===== config.mk =====
export PLATFORM = sky130hd
export DESIGN_NAME = terminal_conditioner
export DESIGN_NICKNAME = d
export VERILOG_FILES = /design/src/rtl/terminal_cond_pkg.sv /design/src/rtl/delay_timer.sv /design/src/rtl/settle_filter.sv /design/src/rtl/terminal_conditioner.sv
export SDC_FILE = /design/constraint.sdc
export NUM_CORES = 2
export LEC_CHECK = 0
export BUFFER_PORTS_ARGS = -buffer_cell sky130_fd_sc_hd__buf_2
export CORE_ASPECT_RATIO = 0.6
export CORE_MARGIN = 3
export CORE_UTILIZATION = 45
export CTS_CLUSTER_DIAMETER = 60
export CTS_CLUSTER_SIZE = 16
export DETAILED_ROUTE_END_ITERATION = 8
export PLACE_DENSITY = 0.61
export SLEW_MARGIN = 5
export SYNTH_ARGS = -nofsm -noshare
export SYNTH_HDL_FRONTEND = slang
export SYNTH_SLANG_ARGS = --single-unit

===== constraint.sdc =====
create_clock -name mclk -period 3.52 [get_ports mclk]
set_input_delay 0.704 -clock mclk [delete_from_list [all_inputs] [get_ports mclk]]
set_output_delay 0.704 -clock mclk [all_outputs]
set_load 0.02 [all_outputs]

===== src/rtl/terminal_cond_pkg.sv =====
// Notes on behaviour
// - Out11, out12 and relay each wait their own on-delay, 0..1000 in 0.1 s steps.
// - The same three outputs each wait their own off-delay, 0..1000 in 0.1 s steps.
// - Combiner operator code 0 is AND, 1 is OR, 2 is XOR.
// - Operands accept any function code except combiner codes, option-board output, none.
// - Three independent combiners, each with two operand selectors and one operator.
// - Inputs 1..7 change only after raw level held for their 0..200 filter time.
// - Speed selection taken only after it stays stable for its 0..200 settle time.
// - Second overload threshold, 0..2000 in 0.1 %, compared with output current.
`default_nettype none
package terminal_cond_pkg;

    // Parameter register numbers
    localparam logic [15:0] ADDR_OVL_THR = 16'h1473;
    localparam logic [15:0] ADDR_OUT11_ON = 16'h1486;
    localparam logic [15:0] ADDR_OUT11_OFF = 16'h1487;
    localparam logic [15:0] ADDR_OUT12_ON = 16'h1488;
    localparam logic [15:0] ADDR_OUT12_OFF = 16'h1489;
    localparam logic [15:0] ADDR_RELAY_ON = 16'h1490;
    localparam logic [15:0] ADDR_RELAY_OFF = 16'h1491;
    localparam logic [15:0] ADDR_COMB1_A = 16'h1492;
    localparam logic [15:0] ADDR_COMB1_B = 16'h1493;
    localparam logic [15:0] ADDR_COMB1_OP = 16'h1494;
    localparam logic [15:0] ADDR_COMB2_A = 16'h1495;
    localparam logic [15:0] ADDR_COMB2_B = 16'h1496;
    localparam logic [15:0] ADDR_COMB2_OP = 16'h1497;
    localparam logic [15:0] ADDR_COMB3_A = 16'h1498;
    localparam logic [15:0] ADDR_COMB3_B = 16'h1499;
    localparam logic [15:0] ADDR_COMB3_OP = 16'h149A;
    localparam logic [15:0] ADDR_IN1_FILT = 16'h14A4;
    localparam logic [15:0] ADDR_IN2_FILT = 16'h14A5;
    localparam logic [15:0] ADDR_IN3_FILT = 16'h14A6;
    localparam logic [15:0] ADDR_IN4_FILT = 16'h14A7;
    localparam logic [15:0] ADDR_IN5_FILT = 16'h14A8;
    localparam logic [15:0] ADDR_IN6_FILT = 16'h14A9;
    localparam logic [15:0] ADDR_IN7_FILT = 16'h14AA;
    localparam logic [15:0] ADDR_MSEL_SETTLE = 16'h14AD;

    // Legal ranges and reset value
    localparam logic [15:0] THR_MAX = 16'h07D0;
    localparam logic [15:0] DELAY_MAX = 16'h03E8;
    localparam logic [15:0] FILT_MAX = 16'h00C8;
    localparam logic [15:0] OPER_MAX = 16'h0002;
    localparam logic [15:0] REG_RST = 16'h0000;

    // Output function codes
    localparam int FIDX_W = 6;
    localparam logic [15:0] FUNC_NUM = 16'h0040;
    localparam logic [15:0] FUNC_LOG_FIRST = 16'h0021;
    localparam logic [15:0] FUNC_LOG_LAST = 16'h0026;
    localparam logic [15:0] FUNC_OPT_BOARD = 16'h003F;
    localparam logic [15:0] FUNC_NONE = 16'h00FF;

    // Timing at 50 MHz
    localparam longint CLK_PERIOD_NS = 20;
    localparam longint DELAY_STEP_NS = 100_000_000;
    localparam longint SAMPLE_TICK_NS = 1_000_000;
    localparam int unsigned DELAY_STEP_CYC = int'(DELAY_STEP_NS / CLK_PERIOD_NS);
    localparam int unsigned SAMPLE_TICK_CYC = int'(SAMPLE_TICK_NS / CLK_PERIOD_NS);

    localparam int IN_NUM = 7;
    localparam int SEL_WIDTH = 4;
    localparam int COMB_NUM = 3;

    typedef enum logic [1:0] {OP_AND = 2'h0, OP_OR = 2'h1, OP_XOR = 2'h2} combine_op_t;

    typedef enum logic [1:0] {
        DLY_IDLE = 2'h0,
        DLY_ARM = 2'h1,
        DLY_HELD = 2'h3,
        DLY_DROP = 2'h2
    } delay_state_t;

    typedef struct packed {
        logic wr;
        logic rd;
        logic [15:0] addr;
        logic [15:0] wdata;
    } reg_req_t;

    typedef struct packed {
        logic ack;
        logic err;
        logic [15:0] rdata;
    } reg_rsp_t;

    // Legal operand code check
    function automatic logic opnd_ok(input logic [15:0] code);
        return (code < FUNC_NUM) && !((code >= FUNC_LOG_FIRST) && (code <= FUNC_LOG_LAST))
            && (code != FUNC_OPT_BOARD) && (code != FUNC_NONE);
    endfunction

endpackage
`default_nettype wire


===== src/rtl/delay_timer.sv =====
`default_nettype none
module delay_timer
    import terminal_cond_pkg::*;
#(
    parameter int unsigned STEP_CYC = DELAY_STEP_CYC
) (
    input wire logic mclk,
    input wire logic sys_rst,
    input wire logic src,
    input wire logic [15:0] on_dly,
    input wire logic [15:0] off_dly,
    output logic dout
);
    typedef struct packed {
        delay_state_t st;
        logic [31:0] pre;
        logic [15:0] steps;
    } dly_regs_t;

    dly_regs_t s_r;
    dly_regs_t s_nxt;

    // Step prescaler plus step counter per pending edge
    always_comb begin
        s_nxt = s_r;
        case (s_r.st)
            DLY_IDLE: begin
                s_nxt.pre = 32'h0000_0000;
                s_nxt.steps = 16'h0000;
                if (src) begin
                    s_nxt.st = (on_dly == 16'h0000) ? DLY_HELD : DLY_ARM;
                end
            end
            DLY_ARM: begin
                if (!src) begin
                    s_nxt.st = DLY_IDLE;
                end else if (s_r.pre == 32'(STEP_CYC - 1)) begin
                    s_nxt.pre = 32'h0000_0000;
                    if (16'(s_r.steps + 16'h0001) >= on_dly) begin
                        s_nxt.st = DLY_HELD;
                    end else begin
                        s_nxt.steps = 16'(s_r.steps + 16'h0001);
                    end
                end else begin
                    s_nxt.pre = s_r.pre + 32'h0000_0001;
                end
            end
            DLY_HELD: begin
                s_nxt.pre = 32'h0000_0000;
                s_nxt.steps = 16'h0000;
                if (!src) begin
                    s_nxt.st = (off_dly == 16'h0000) ? DLY_IDLE : DLY_DROP;
                end
            end
            default: begin
                if (src) begin
                    s_nxt.st = DLY_HELD;
                end else if (s_r.pre == 32'(STEP_CYC - 1)) begin
                    s_nxt.pre = 32'h0000_0000;
                    if (16'(s_r.steps + 16'h0001) >= off_dly) begin
                        s_nxt.st = DLY_IDLE;
                    end else begin
                        s_nxt.steps = 16'(s_r.steps + 16'h0001);
                    end
                end else begin
                    s_nxt.pre = s_r.pre + 32'h0000_0001;
                end
            end
        endcase
    end

    // State register
    always_ff @(posedge mclk) begin
        if (sys_rst) begin
            s_r <= '{st: DLY_IDLE, pre: 32'h0000_0000, steps: 16'h0000};
        end else begin
            s_r <= s_nxt;
        end
    end

    assign dout = s_r.st[1]; // High in HELD and DROP
endmodule
`default_nettype wire


===== src/rtl/settle_filter.sv =====
`default_nettype none
module settle_filter
    import terminal_cond_pkg::*;
#(
    parameter int unsigned W = 1,
    parameter int unsigned TICK_CYC = SAMPLE_TICK_CYC
) (
    input wire logic mclk,
    input wire logic sys_rst,
    input wire logic [W-1:0] raw,
    input wire logic [15:0] settle,
    output logic [W-1:0] dout
);
    typedef struct packed {
        logic [W-1:0] out;
        logic [W-1:0] cand;
        logic [31:0] pre;
        logic [15:0] cnt;
    } filt_regs_t;

    filt_regs_t s_r;
    filt_regs_t s_nxt;

    // Restart on any change of the candidate level
    always_comb begin
        s_nxt = s_r;
        if (settle == 16'h0000) begin
            s_nxt.out = raw;
            s_nxt.cand = raw;
            s_nxt.pre = 32'h0000_0000;
            s_nxt.cnt = 16'h0000;
        end else if (raw == s_r.out) begin
            s_nxt.cand = s_r.out;
            s_nxt.pre = 32'h0000_0000;
            s_nxt.cnt = 16'h0000;
        end else if (raw != s_r.cand) begin
            s_nxt.cand = raw;
            s_nxt.pre = 32'h0000_0000;
            s_nxt.cnt = 16'h0000;
        end else if (s_r.pre == 32'(TICK_CYC - 1)) begin
            s_nxt.pre = 32'h0000_0000;
            if (16'(s_r.cnt + 16'h0001) >= settle) begin
                s_nxt.out = s_r.cand;
                s_nxt.cnt = 16'h0000;
            end else begin
                s_nxt.cnt = 16'(s_r.cnt + 16'h0001);
            end
        end else begin
            s_nxt.pre = s_r.pre + 32'h0000_0001;
        end
    end

    // State register
    always_ff @(posedge mclk) begin
        if (sys_rst) begin
            s_r <= '0;
        end else begin
            s_r <= s_nxt;
        end
    end

    assign dout = s_r.out;
endmodule
`default_nettype wire


===== src/rtl/terminal_conditioner.sv =====
`default_nettype none
module terminal_conditioner
    import terminal_cond_pkg::*;
#(
    parameter int unsigned DELAY_STEP_CYC_P = DELAY_STEP_CYC,
    parameter int unsigned SAMPLE_TICK_CYC_P = SAMPLE_TICK_CYC
) (
    input wire logic mclk,
    input wire logic sys_rst,
    input wire reg_req_t reg_req,
    output var reg_rsp_t reg_rsp,
    input wire logic out11_src,
    input wire logic out12_src,
    input wire logic relay_src,
    output logic out11_pin,
    output logic out12_pin,
    output logic relay_output,
    input wire logic [63:0] func_state,
    output logic [COMB_NUM-1:0] logic_out,
    input wire logic [IN_NUM-1:0] din_raw,
    output logic [IN_NUM-1:0] din_filt,
    input wire logic [SEL_WIDTH-1:0] msel_raw,
    output logic [SEL_WIDTH-1:0] msel_held,
    input wire logic [15:0] load_current,
    output logic ovl_warn2
);
    typedef enum logic [3:0] {
        K_NONE = 4'h0,
        K_THR = 4'h1,
        K_ON = 4'h2,
        K_OFF = 4'h3,
        K_OPA = 4'h4,
        K_OPB = 4'h5,
        K_OPER = 4'h6,
        K_FILT = 4'h7,
        K_MSEL = 4'h8
    } reg_kind_t;

    typedef struct packed {
        logic [15:0] thr;
        logic [COMB_NUM-1:0][15:0] dly_on;
        logic [COMB_NUM-1:0][15:0] dly_off;
        logic [COMB_NUM-1:0][15:0] opa;
        logic [COMB_NUM-1:0][15:0] opb;
        logic [COMB_NUM-1:0][1:0] oper;
        logic [IN_NUM-1:0][15:0] filt;
        logic [15:0] msel_settle;
        reg_rsp_t rsp;
        logic [COMB_NUM-1:0] lout;
        logic ovl;
    } top_regs_t;

    top_regs_t s_r;
    top_regs_t s_nxt;
    reg_kind_t kind;
    logic [2:0] idx;
    logic [COMB_NUM-1:0] opa_val;
    logic [COMB_NUM-1:0] opb_val;

    // Register number decode
    always_comb begin
        kind = K_NONE;
        idx = 3'h0;
        if (reg_req.addr == ADDR_OVL_THR) begin
            kind = K_THR;
        end else if (reg_req.addr == ADDR_OUT11_ON) begin
            kind = K_ON;
        end else if (reg_req.addr == ADDR_OUT11_OFF) begin
            kind = K_OFF;
        end else if (reg_req.addr == ADDR_OUT12_ON) begin
            kind = K_ON;
            idx = 3'h1;
        end else if (reg_req.addr == ADDR_OUT12_OFF) begin
            kind = K_OFF;
            idx = 3'h1;
        end else if (reg_req.addr == ADDR_RELAY_ON) begin
            kind = K_ON;
            idx = 3'h2;
        end else if (reg_req.addr == ADDR_RELAY_OFF) begin
            kind = K_OFF;
            idx = 3'h2;
        end else if (reg_req.addr == ADDR_COMB1_A) begin
            kind = K_OPA;
        end else if (reg_req.addr == ADDR_COMB1_B) begin
            kind = K_OPB;
        end else if (reg_req.addr == ADDR_COMB1_OP) begin
            kind = K_OPER;
        end else if (reg_req.addr == ADDR_COMB2_A) begin
            kind = K_OPA;
            idx = 3'h1;
        end else if (reg_req.addr == ADDR_COMB2_B) begin
            kind = K_OPB;
            idx = 3'h1;
        end else if (reg_req.addr == ADDR_COMB2_OP) begin
            kind = K_OPER;
            idx = 3'h1;
        end else if (reg_req.addr == ADDR_COMB3_A) begin
            kind = K_OPA;
            idx = 3'h2;
        end else if (reg_req.addr == ADDR_COMB3_B) begin
            kind = K_OPB;
            idx = 3'h2;
        end else if (reg_req.addr == ADDR_COMB3_OP) begin
            kind = K_OPER;
            idx = 3'h2;
        end else if (reg_req.addr >= ADDR_IN1_FILT && reg_req.addr <= ADDR_IN7_FILT) begin
            kind = K_FILT;
            idx = 3'(reg_req.addr - ADDR_IN1_FILT);
        end else if (reg_req.addr == ADDR_MSEL_SETTLE) begin
            kind = K_MSEL;
        end
    end

    // Operand lookup; illegal codes never reach storage
    always_comb begin
        for (int i = 0; i < COMB_NUM; i++) begin
            opa_val[i] = func_state[s_r.opa[i][FIDX_W-1:0]];
            opb_val[i] = func_state[s_r.opb[i][FIDX_W-1:0]];
        end
    end

    // Register access, combiners and overload compare
    always_comb begin
        logic ok;
        logic [15:0] rval;
        logic [15:0] wd;
        ok = 1'b1;
        rval = REG_RST;
        wd = reg_req.wdata;
        s_nxt = s_r;
        case (kind)
            K_THR: begin
                rval = s_r.thr;
                ok = wd <= THR_MAX;
                if (reg_req.wr && ok) begin
                    s_nxt.thr = wd;
                end
            end
            K_ON: begin
                rval = s_r.dly_on[idx[1:0]];
                ok = wd <= DELAY_MAX;
                if (reg_req.wr && ok) begin
                    s_nxt.dly_on[idx[1:0]] = wd;
                end
            end
            K_OFF: begin
                rval = s_r.dly_off[idx[1:0]];
                ok = wd <= DELAY_MAX;
                if (reg_req.wr && ok) begin
                    s_nxt.dly_off[idx[1:0]] = wd;
                end
            end
            K_OPA: begin
                rval = s_r.opa[idx[1:0]];
                ok = opnd_ok(wd);
                if (reg_req.wr && ok) begin
                    s_nxt.opa[idx[1:0]] = wd;
                end
            end
            K_OPB: begin
                rval = s_r.opb[idx[1:0]];
                ok = opnd_ok(wd);
                if (reg_req.wr && ok) begin
                    s_nxt.opb[idx[1:0]] = wd;
                end
            end
            K_OPER: begin
                rval = {14'h0000, s_r.oper[idx[1:0]]};
                ok = wd <= OPER_MAX;
                if (reg_req.wr && ok) begin
                    s_nxt.oper[idx[1:0]] = wd[1:0];
                end
            end
            K_FILT: begin
                rval = s_r.filt[idx];
                ok = wd <= FILT_MAX;
                if (reg_req.wr && ok) begin
                    s_nxt.filt[idx] = wd;
                end
            end
            K_MSEL: begin
                rval = s_r.msel_settle;
                ok = wd <= FILT_MAX;
                if (reg_req.wr && ok) begin
                    s_nxt.msel_settle = wd;
                end
            end
            default: begin
                ok = 1'b0;
            end
        endcase

        // One-cycle answer to each access
        s_nxt.rsp.ack = reg_req.wr | reg_req.rd;
        s_nxt.rsp.err = (reg_req.wr | reg_req.rd) && (kind == K_NONE || (reg_req.wr && !ok));
        s_nxt.rsp.rdata = (reg_req.rd && kind != K_NONE) ? rval : REG_RST;

        // Three independent combiners
        for (int i = 0; i < COMB_NUM; i++) begin
            case (combine_op_t'(s_r.oper[i]))
                OP_AND: s_nxt.lout[i] = opa_val[i] & opb_val[i];
                OP_OR: s_nxt.lout[i] = opa_val[i] | opb_val[i];
                OP_XOR: s_nxt.lout[i] = opa_val[i] ^ opb_val[i];
                default: s_nxt.lout[i] = 1'b0;
            endcase
        end

        s_nxt.ovl = load_current >= s_r.thr;
    end

    // State register
    always_ff @(posedge mclk) begin
        if (sys_rst) begin
            s_r <= '0;
        end else begin
            s_r <= s_nxt;
        end
    end

    assign reg_rsp = s_r.rsp;
    assign logic_out = s_r.lout;
    assign ovl_warn2 = s_r.ovl;

    // Delayed intelligent and relay outputs
    delay_timer #(.STEP_CYC(DELAY_STEP_CYC_P)) u_out11 (
        .mclk(mclk),
        .sys_rst(sys_rst),
        .src(out11_src),
        .on_dly(s_r.dly_on[0]),
        .off_dly(s_r.dly_off[0]),
        .dout(out11_pin)
    );

    delay_timer #(.STEP_CYC(DELAY_STEP_CYC_P)) u_out12 (
        .mclk(mclk),
        .sys_rst(sys_rst),
        .src(out12_src),
        .on_dly(s_r.dly_on[1]),
        .off_dly(s_r.dly_off[1]),
        .dout(out12_pin)
    );

    delay_timer #(.STEP_CYC(DELAY_STEP_CYC_P)) u_relay (
        .mclk(mclk),
        .sys_rst(sys_rst),
        .src(relay_src),
        .on_dly(s_r.dly_on[2]),
        .off_dly(s_r.dly_off[2]),
        .dout(relay_output)
    );

    // Input response filters
    for (genvar g = 0; g < IN_NUM; g++) begin : g_in
        settle_filter #(.W(1), .TICK_CYC(SAMPLE_TICK_CYC_P)) u_filt (
            .mclk(mclk),
            .sys_rst(sys_rst),
            .raw(din_raw[g]),
            .settle(s_r.filt[g]),
            .dout(din_filt[g])
        );
    end

    // Multistage selection settle
    settle_filter #(.W(SEL_WIDTH), .TICK_CYC(SAMPLE_TICK_CYC_P)) u_msel (
        .mclk(mclk),
        .sys_rst(sys_rst),
        .raw(msel_raw),
        .settle(s_r.msel_settle),
        .dout(msel_held)
    );
endmodule
`default_nettype wire


=== Word level (Yosys, flattened, before mapping) ===
Cells that the tools add are included.

* Equal/unequal tests: 109
* Reductions and logical operators: 118
* Bitwise logic cells: 11
* Magnitude comparators: 34
* Add/subtract/negate cells: 23
* Mux-type cells: 218

{| class="wikitable"
|+ Operators by type and width
! operator !! number
|-
| two-way mux 48 bit || 14
|-
| two-way mux 16 bit || 35
|-
| case mux 50 bit (3 select lines) || 3
|-
| adder 32 x 1 -> 32 bit, second input constant || 11
|-
| two-way mux 32 bit || 11
|-
| two-way mux 50 bit || 7
|-
| two-way mux 49 bit || 7
|-
| equality test 16 x 13 -> 1 bit, second input constant || 17
|-
| equality test 32 x 16 -> 1 bit, second input constant || 8
|-
| >= comparator 16 bit || 15
|-
| logical NOT 16 bit || 14
|-
| bitwise mux 48 bit || 4
|-
| adder 16 x 1 -> 16 bit, second input constant || 11
|-
| binary-select mux 16 bit (select 2 bit) || 4
|-
| case mux 16 bit (8 select lines) || 1
|-
| bitwise mux 112 bit || 1
|-
| equality test 32 x 23 -> 1 bit, second input constant || 3
|-
| two-way mux 4 bit || 23
|-
| two-way mux 2 bit || 32
|-
| two-way mux 56 bit || 1
|-
| two-way mux 52 bit || 1
|-
| two-way mux 3 bit || 17
|-
| binary-select mux 16 bit (select 3 bit) || 1
|-
| demux 16 bit (select 3 bit) || 1
|-
| other kinds (58) || 271
|}

* Bits of input ports: 130
* Bits in registers: 920
* Output and inout port bits: 36

=== Depth between registers and ports, before layout ===
* Word-level depth: 26
* Gate-level depth with buffers: 18

=== Hierarchy ===
From an unflattened synthesis, not the netlist that was laid out.

* Cells, all modules: 6413
* Area total of the unflattened synthesis: 53984.3 µm²

{| class="wikitable"
|+ Modules (own cells, without submodules)
! module !! times used !! cells an instance !! area an instance (µm²)
|-
| settle_filter (g_in[0].u_filt ...) || 7 || 386 || 3026.7
|-
| terminal_conditioner || 1 || 1986 || 18855.6
|-
| delay_timer || 3 || 447 || 3599.7
|-
| settle_filter (u_msel) || 1 || 384 || 3143.0
|}

=== Worst setup path before layout ===
OpenSTA, ideal clock, no wires.

* Path type: register -> register
* From: reg u_relay.s_r[0] (netlist name)
* To: reg u_relay.s_r[6] (netlist name)
* Setup slack: -282 ps
* Setup time: 116 ps
* Required time: 3404 ps
* Path buffers: 1
* Period minus slack after synthesis: 3802 ps
* Arrival time: 3686 ps
* Stages on the path, launching flop included: 17
* Cell sequence: dfxtp_1 > ha_1 > nand3_1 > nor2_1 > nand3_1 > xnor2_1 > ha_1 > a21o_1 > a21o_1 > a221oi_1 > o21ai_0 > or4_1 > o22a_1 > nand2_1 > clkbuf_1 > a21oi_1 > a41o_1

* Longest elaborated chain between the ends: 5

{| class="wikitable"
|+ RTL lines
! what !! RTL line !! source
|-
| from (decl) || delay_timer.sv:20 || <nowiki>dly_regs_t s_r;</nowiki>
|-
| from (signal assigned) || delay_timer.sv:75 || <nowiki>s_r <= '{st: DLY_IDLE, pre: 32'h0000_0000, steps: 16'h0000};</nowiki>
|-
| from (signal assigned) || delay_timer.sv:77 || <nowiki>s_r <= s_nxt;</nowiki>
|-
| adder 16 x 1 -> 16 bit * || - ||
|-
| parallel branches: the longest is 4 deep, another holds >= comparator 16 bit || - ||
|}

Mark *: on every way between the ends. The select of a mux whose other input is x is not followed.
A chain may end at the register's enable or synchronous reset.

=== Final worst setup path ===
* From: reg u_relay.s_r[1] (netlist name)
* To: reg u_relay.s_r[14] (netlist name)

Same word-level chain as after synthesis.

==> impl_metrics.ini <==
[synthesis]
synth_top_family_by_area = simple AND/OR/NAND/NOR gates
ys_seq_area_share_pct = 36.09
synth-compound-area-share_pct = 11.58
synth_enable_flop_cells = 0
async_flop_share_pct = 0
yosys-mux-area-fraction_pct = 8.727
synthXorXnorAreaFrac_pct = 7.844
synthSimpleGateAreaFrac_pct = 23.53
syn_inst = 5965
synth_top_flop_cell = dfxtp_1
syn_nets = 6386
syn_area_per_cell_um2 = 8.554
synth_fa_ha_area_share_pct = 7.136
syn_area_um2 = 51030
synth_seq_cells = 920
synth_cell_types = 90
ys_warn_count = 0

[timing]
drv_slew = 0
rsz0062_at_grt = yes
timing.final.ws_setup_ns = -0.06455
worst_pin_slew_ns = 1.173
period_minus_slack_ns = 3.585
hold_violations = 0
setup_viol = 15
fin_skew_ns = 0.02882
period_share_pct = 101.8
fmax_mhz = 279.0
slew_headroom_pct = 21.51

[placement]
port-buffer-count = 165
post-dp-hpwl_mm = 115.5
place_area_um2 = 54980
routabilityCongestion = 0.9891

[clock_tree]
cts_tree = done
insertion_delay_ns = 0.69
clk_path_buf_depth = 3
clock_tree.root_cell = clkbuf_16
cts_buffers = 69
htreeDepth = 3
cts.clk_slew.worst_paths_ns = 0.09
cts_sinks = 920

[final_layout]
fillCellCount = 10420
final_area_um2 = 58350
fin_nets = 6631
drive_above_1_share_pct = 15.29
area_delta_synth_final_pct = 14.34

[pwr]
p_total_uw = 21720
pwr-share-seq_pct = 48.7
p_sw_uw = 6082
internal_power_uw = 15640
p_leak_uw = 0.02147
peakVddDrop_v = 0.0003432
p_per_area_nw_per_um2 = 372.3
p_sw_share_pct = 28.00
combPwrFrac_pct = 15.8
pwr-share-clk_pct = 35.5

[drt]
vias_per_cell = 5.728
drc = 0
vias = 44210
wire_per_inst_um = 20.06
drt_first_pass_iters = 8
antenna_left = 0
routed_wl_mm = 154.8
drtIter0Drc = 4568

[critical_path]
max_stage_delay_ns = 0.52
crit_top_cell = and3_4
r2r.worst_path.cells = 16
critical_path_depth = 16
crit_buf_inv = 2
cp_max_fo = 6
path_class = flop to flop
cp.required_ns = 4.06
crit_path_end_kind = flop
critPathLaunchType = flop
critPathArrivalTime_ns = 4.12
path_cells = and3_4 -> nand3_4 -> inv_2 -> and3_4 -> and3_4 -> xor2_4 -> ha_4 -> and4_4 -> a221oi_2 -> o21ai_1 -> or4_1 -> o22a_2 -> buf_6 -> and3_1 -> a31oi_1 -> nor2_1
critical_path.top_delay_family = simple AND/OR/NAND/NOR gates
crit_slowest_cell = or4_1

[floorplanning]
core_um2 = 111000
fp.dieH_um = 266.8
die_w_um = 440.7
rows = 94
dieArea_um2 = 117600
start_util_pct = 45.96
io_pins = 166

[global_route]
grt_max_degree = 135
grt_pass1_wl_mm = 237.8
grt_pass1_vias = 40680
grt_antenna_before_repair = 10
groute.usage.overall_pct = 25.53
grt_remaining_overflow = 0

[outcome]
violations = setup timing
status = finished, violations left

[run]
drv_cap = 0

[hold_path]
min_path_type = primary input to flop
hold_depth = 3
[path summary, 6_finish.rpt]
kind                          start                endpoint  slack, ns
max                  u_relay.s_r[1]         u_relay.s_r[14]      -0.06
min                     reg_req[10]                s_r[358]       0.30
max reg2reg          u_relay.s_r[1]         u_relay.s_r[14]      -0.06
min reg2reg  g_in[4].u_filt.s_r[16]  g_in[4].u_filt.s_r[16]       0.45
[flip-flops by register name (all words and copies together) (netlist names), 4 cells and up]
name              count
u_out11.s_r          49
g_in.u_filt.dout      7
u_relay.s_r          49
s_r                 342
u_out12.s_r          49
u_msel.dout           4
u_msel.s_r           52
g_in.u_filt.s_r     343
reg_rsp              18
[kinds of logic after synthesis]
kind of cell,count (synthesis)
muxes,283
AOI/OAI and AO/OA,925
and+or+nand+nor,2450
adders and majority gates,291
buffers and inverters,639
DFF,920
xor gates and xnor gates,457
[area by class of cell]
class                           count  area, um2  area share (%)
Multi-Input combinational cell   4406      31190           53.46
Sequential cell                   920      18450           31.62
Timing Repair Buffer              484       3667           6.285
Tap cell                         1488       1862           3.191
Clock buffer                       77       1819           3.118
Inverter                          329       1235           2.117
Clock inverter                     11      112.6          0.1930
Antenna cell                        3      7.507         0.01287
[synthesized netlist by cell type (all sizes together) (17+ instances only)]
library cell,number,area [um2]
dfxtp,920,18420
nor2,666,2547
nand2,585,2198
inv,329,1235
a21oi,306,1535
ha,291,3641
xor2,269,2356
nand3,252,1261
clkbuf,211,792.0
xnor2,188,1647
o21ai,184,924.6
nor3,180,944.7
nand4,138,869.6
nor4,135,865.8
mux2i,131,1311
mux4,126,2838
and3,124,775.7
buf,99,569.3
and2,95,594.3
a21o,88,660.6
nand2b,64,400.4
a22o,57,499.2
or3,54,342.8
a22oi,46,350.3
nor2b,37,231.5
a31oi,36,240.2
and4,31,271.5
a211oi,26,200.2
mux2,26,304.0
nor4b,22,192.7
o22ai,22,137.6
or2,21,131.4
o211ai,20,150.1
o21a,20,150.1
o32ai,17,148.9
or4,17,127.6
[per-stage QoR]
stage	TNS, ns	instances	setup slack (ns)	hold slack (ns)	utilization [%]
6_report	-0.4406	7718	-0.06455	0.3002	52.55
5_1_grt	-3.289	7718	-0.1532	0.2957	52.55
4_1_cts	-0.1184	7691	-0.04408	0.2455	51.37
3_5_place_dp	-1.909	7600	-0.1180	0.4384	49.52
3_3_place_gp	-0.7670	7600	-0.07988	0.4302	49.52
2_1_floorplan	-0.02642	5965	-0.02642	0.4132	-
[cell usage in the layout, fill, tap and decap left out, types with 172 or more instances in the layout]
cell type	netlist	layout
inv_1	329	328
a21oi_1	305	292
nand2_1	584	580
xor2_1	269	265
nand3_1	252	230
ha_1	291	279
buf_4	34	277
nor2_1	658	646
dfxtp_1	920	904
o21ai_0	181	172
[what timing repair did]
| item | CTS | global route |
|---|---|---|
| hold buffers | 0 | 0 |
| buffers inserted | 2 | 19 |
| endpoints found under the hold margin | 0 | 0 |
| pin swaps | 2 | 63 |
| cloned | 1 | 6 |
| setup endpoints to repair | 54 | 157 |
| resized for setup | 18 | 220 |
[metal layers]
layer	part of all wire, %	global-route usage, %	up-vias
met5	0.014	0	-
met4	2.1	5.747	4
met3	9.6	7.085	196
met2	38	33.91	1559
met1	50	39.95	20980
li1	-	-	21470
[worst register-to-register path: cells and delay by family, from the launching register on]
family          cells  cell delay, ns
compound gates      4            0.73
xor+xnor            1            0.23
fa+ha+maj           1            0.23
buf+inv             2            0.23
flops               1            0.38
simple gates        8            1.63
[power groups by stage]
stage                     clock network, uW  registers (uW)  logic [uW]
after global routing                   8250           10600        3710
after CTS                              7890           10600        3000
after detailed placement                  0           10800        2870
after floorplan                           0           10800        1780
after global placement                    0           10800        2830
final                                  7700           10600        3440
Note: power is estimated with default switching activity, not from simulation.
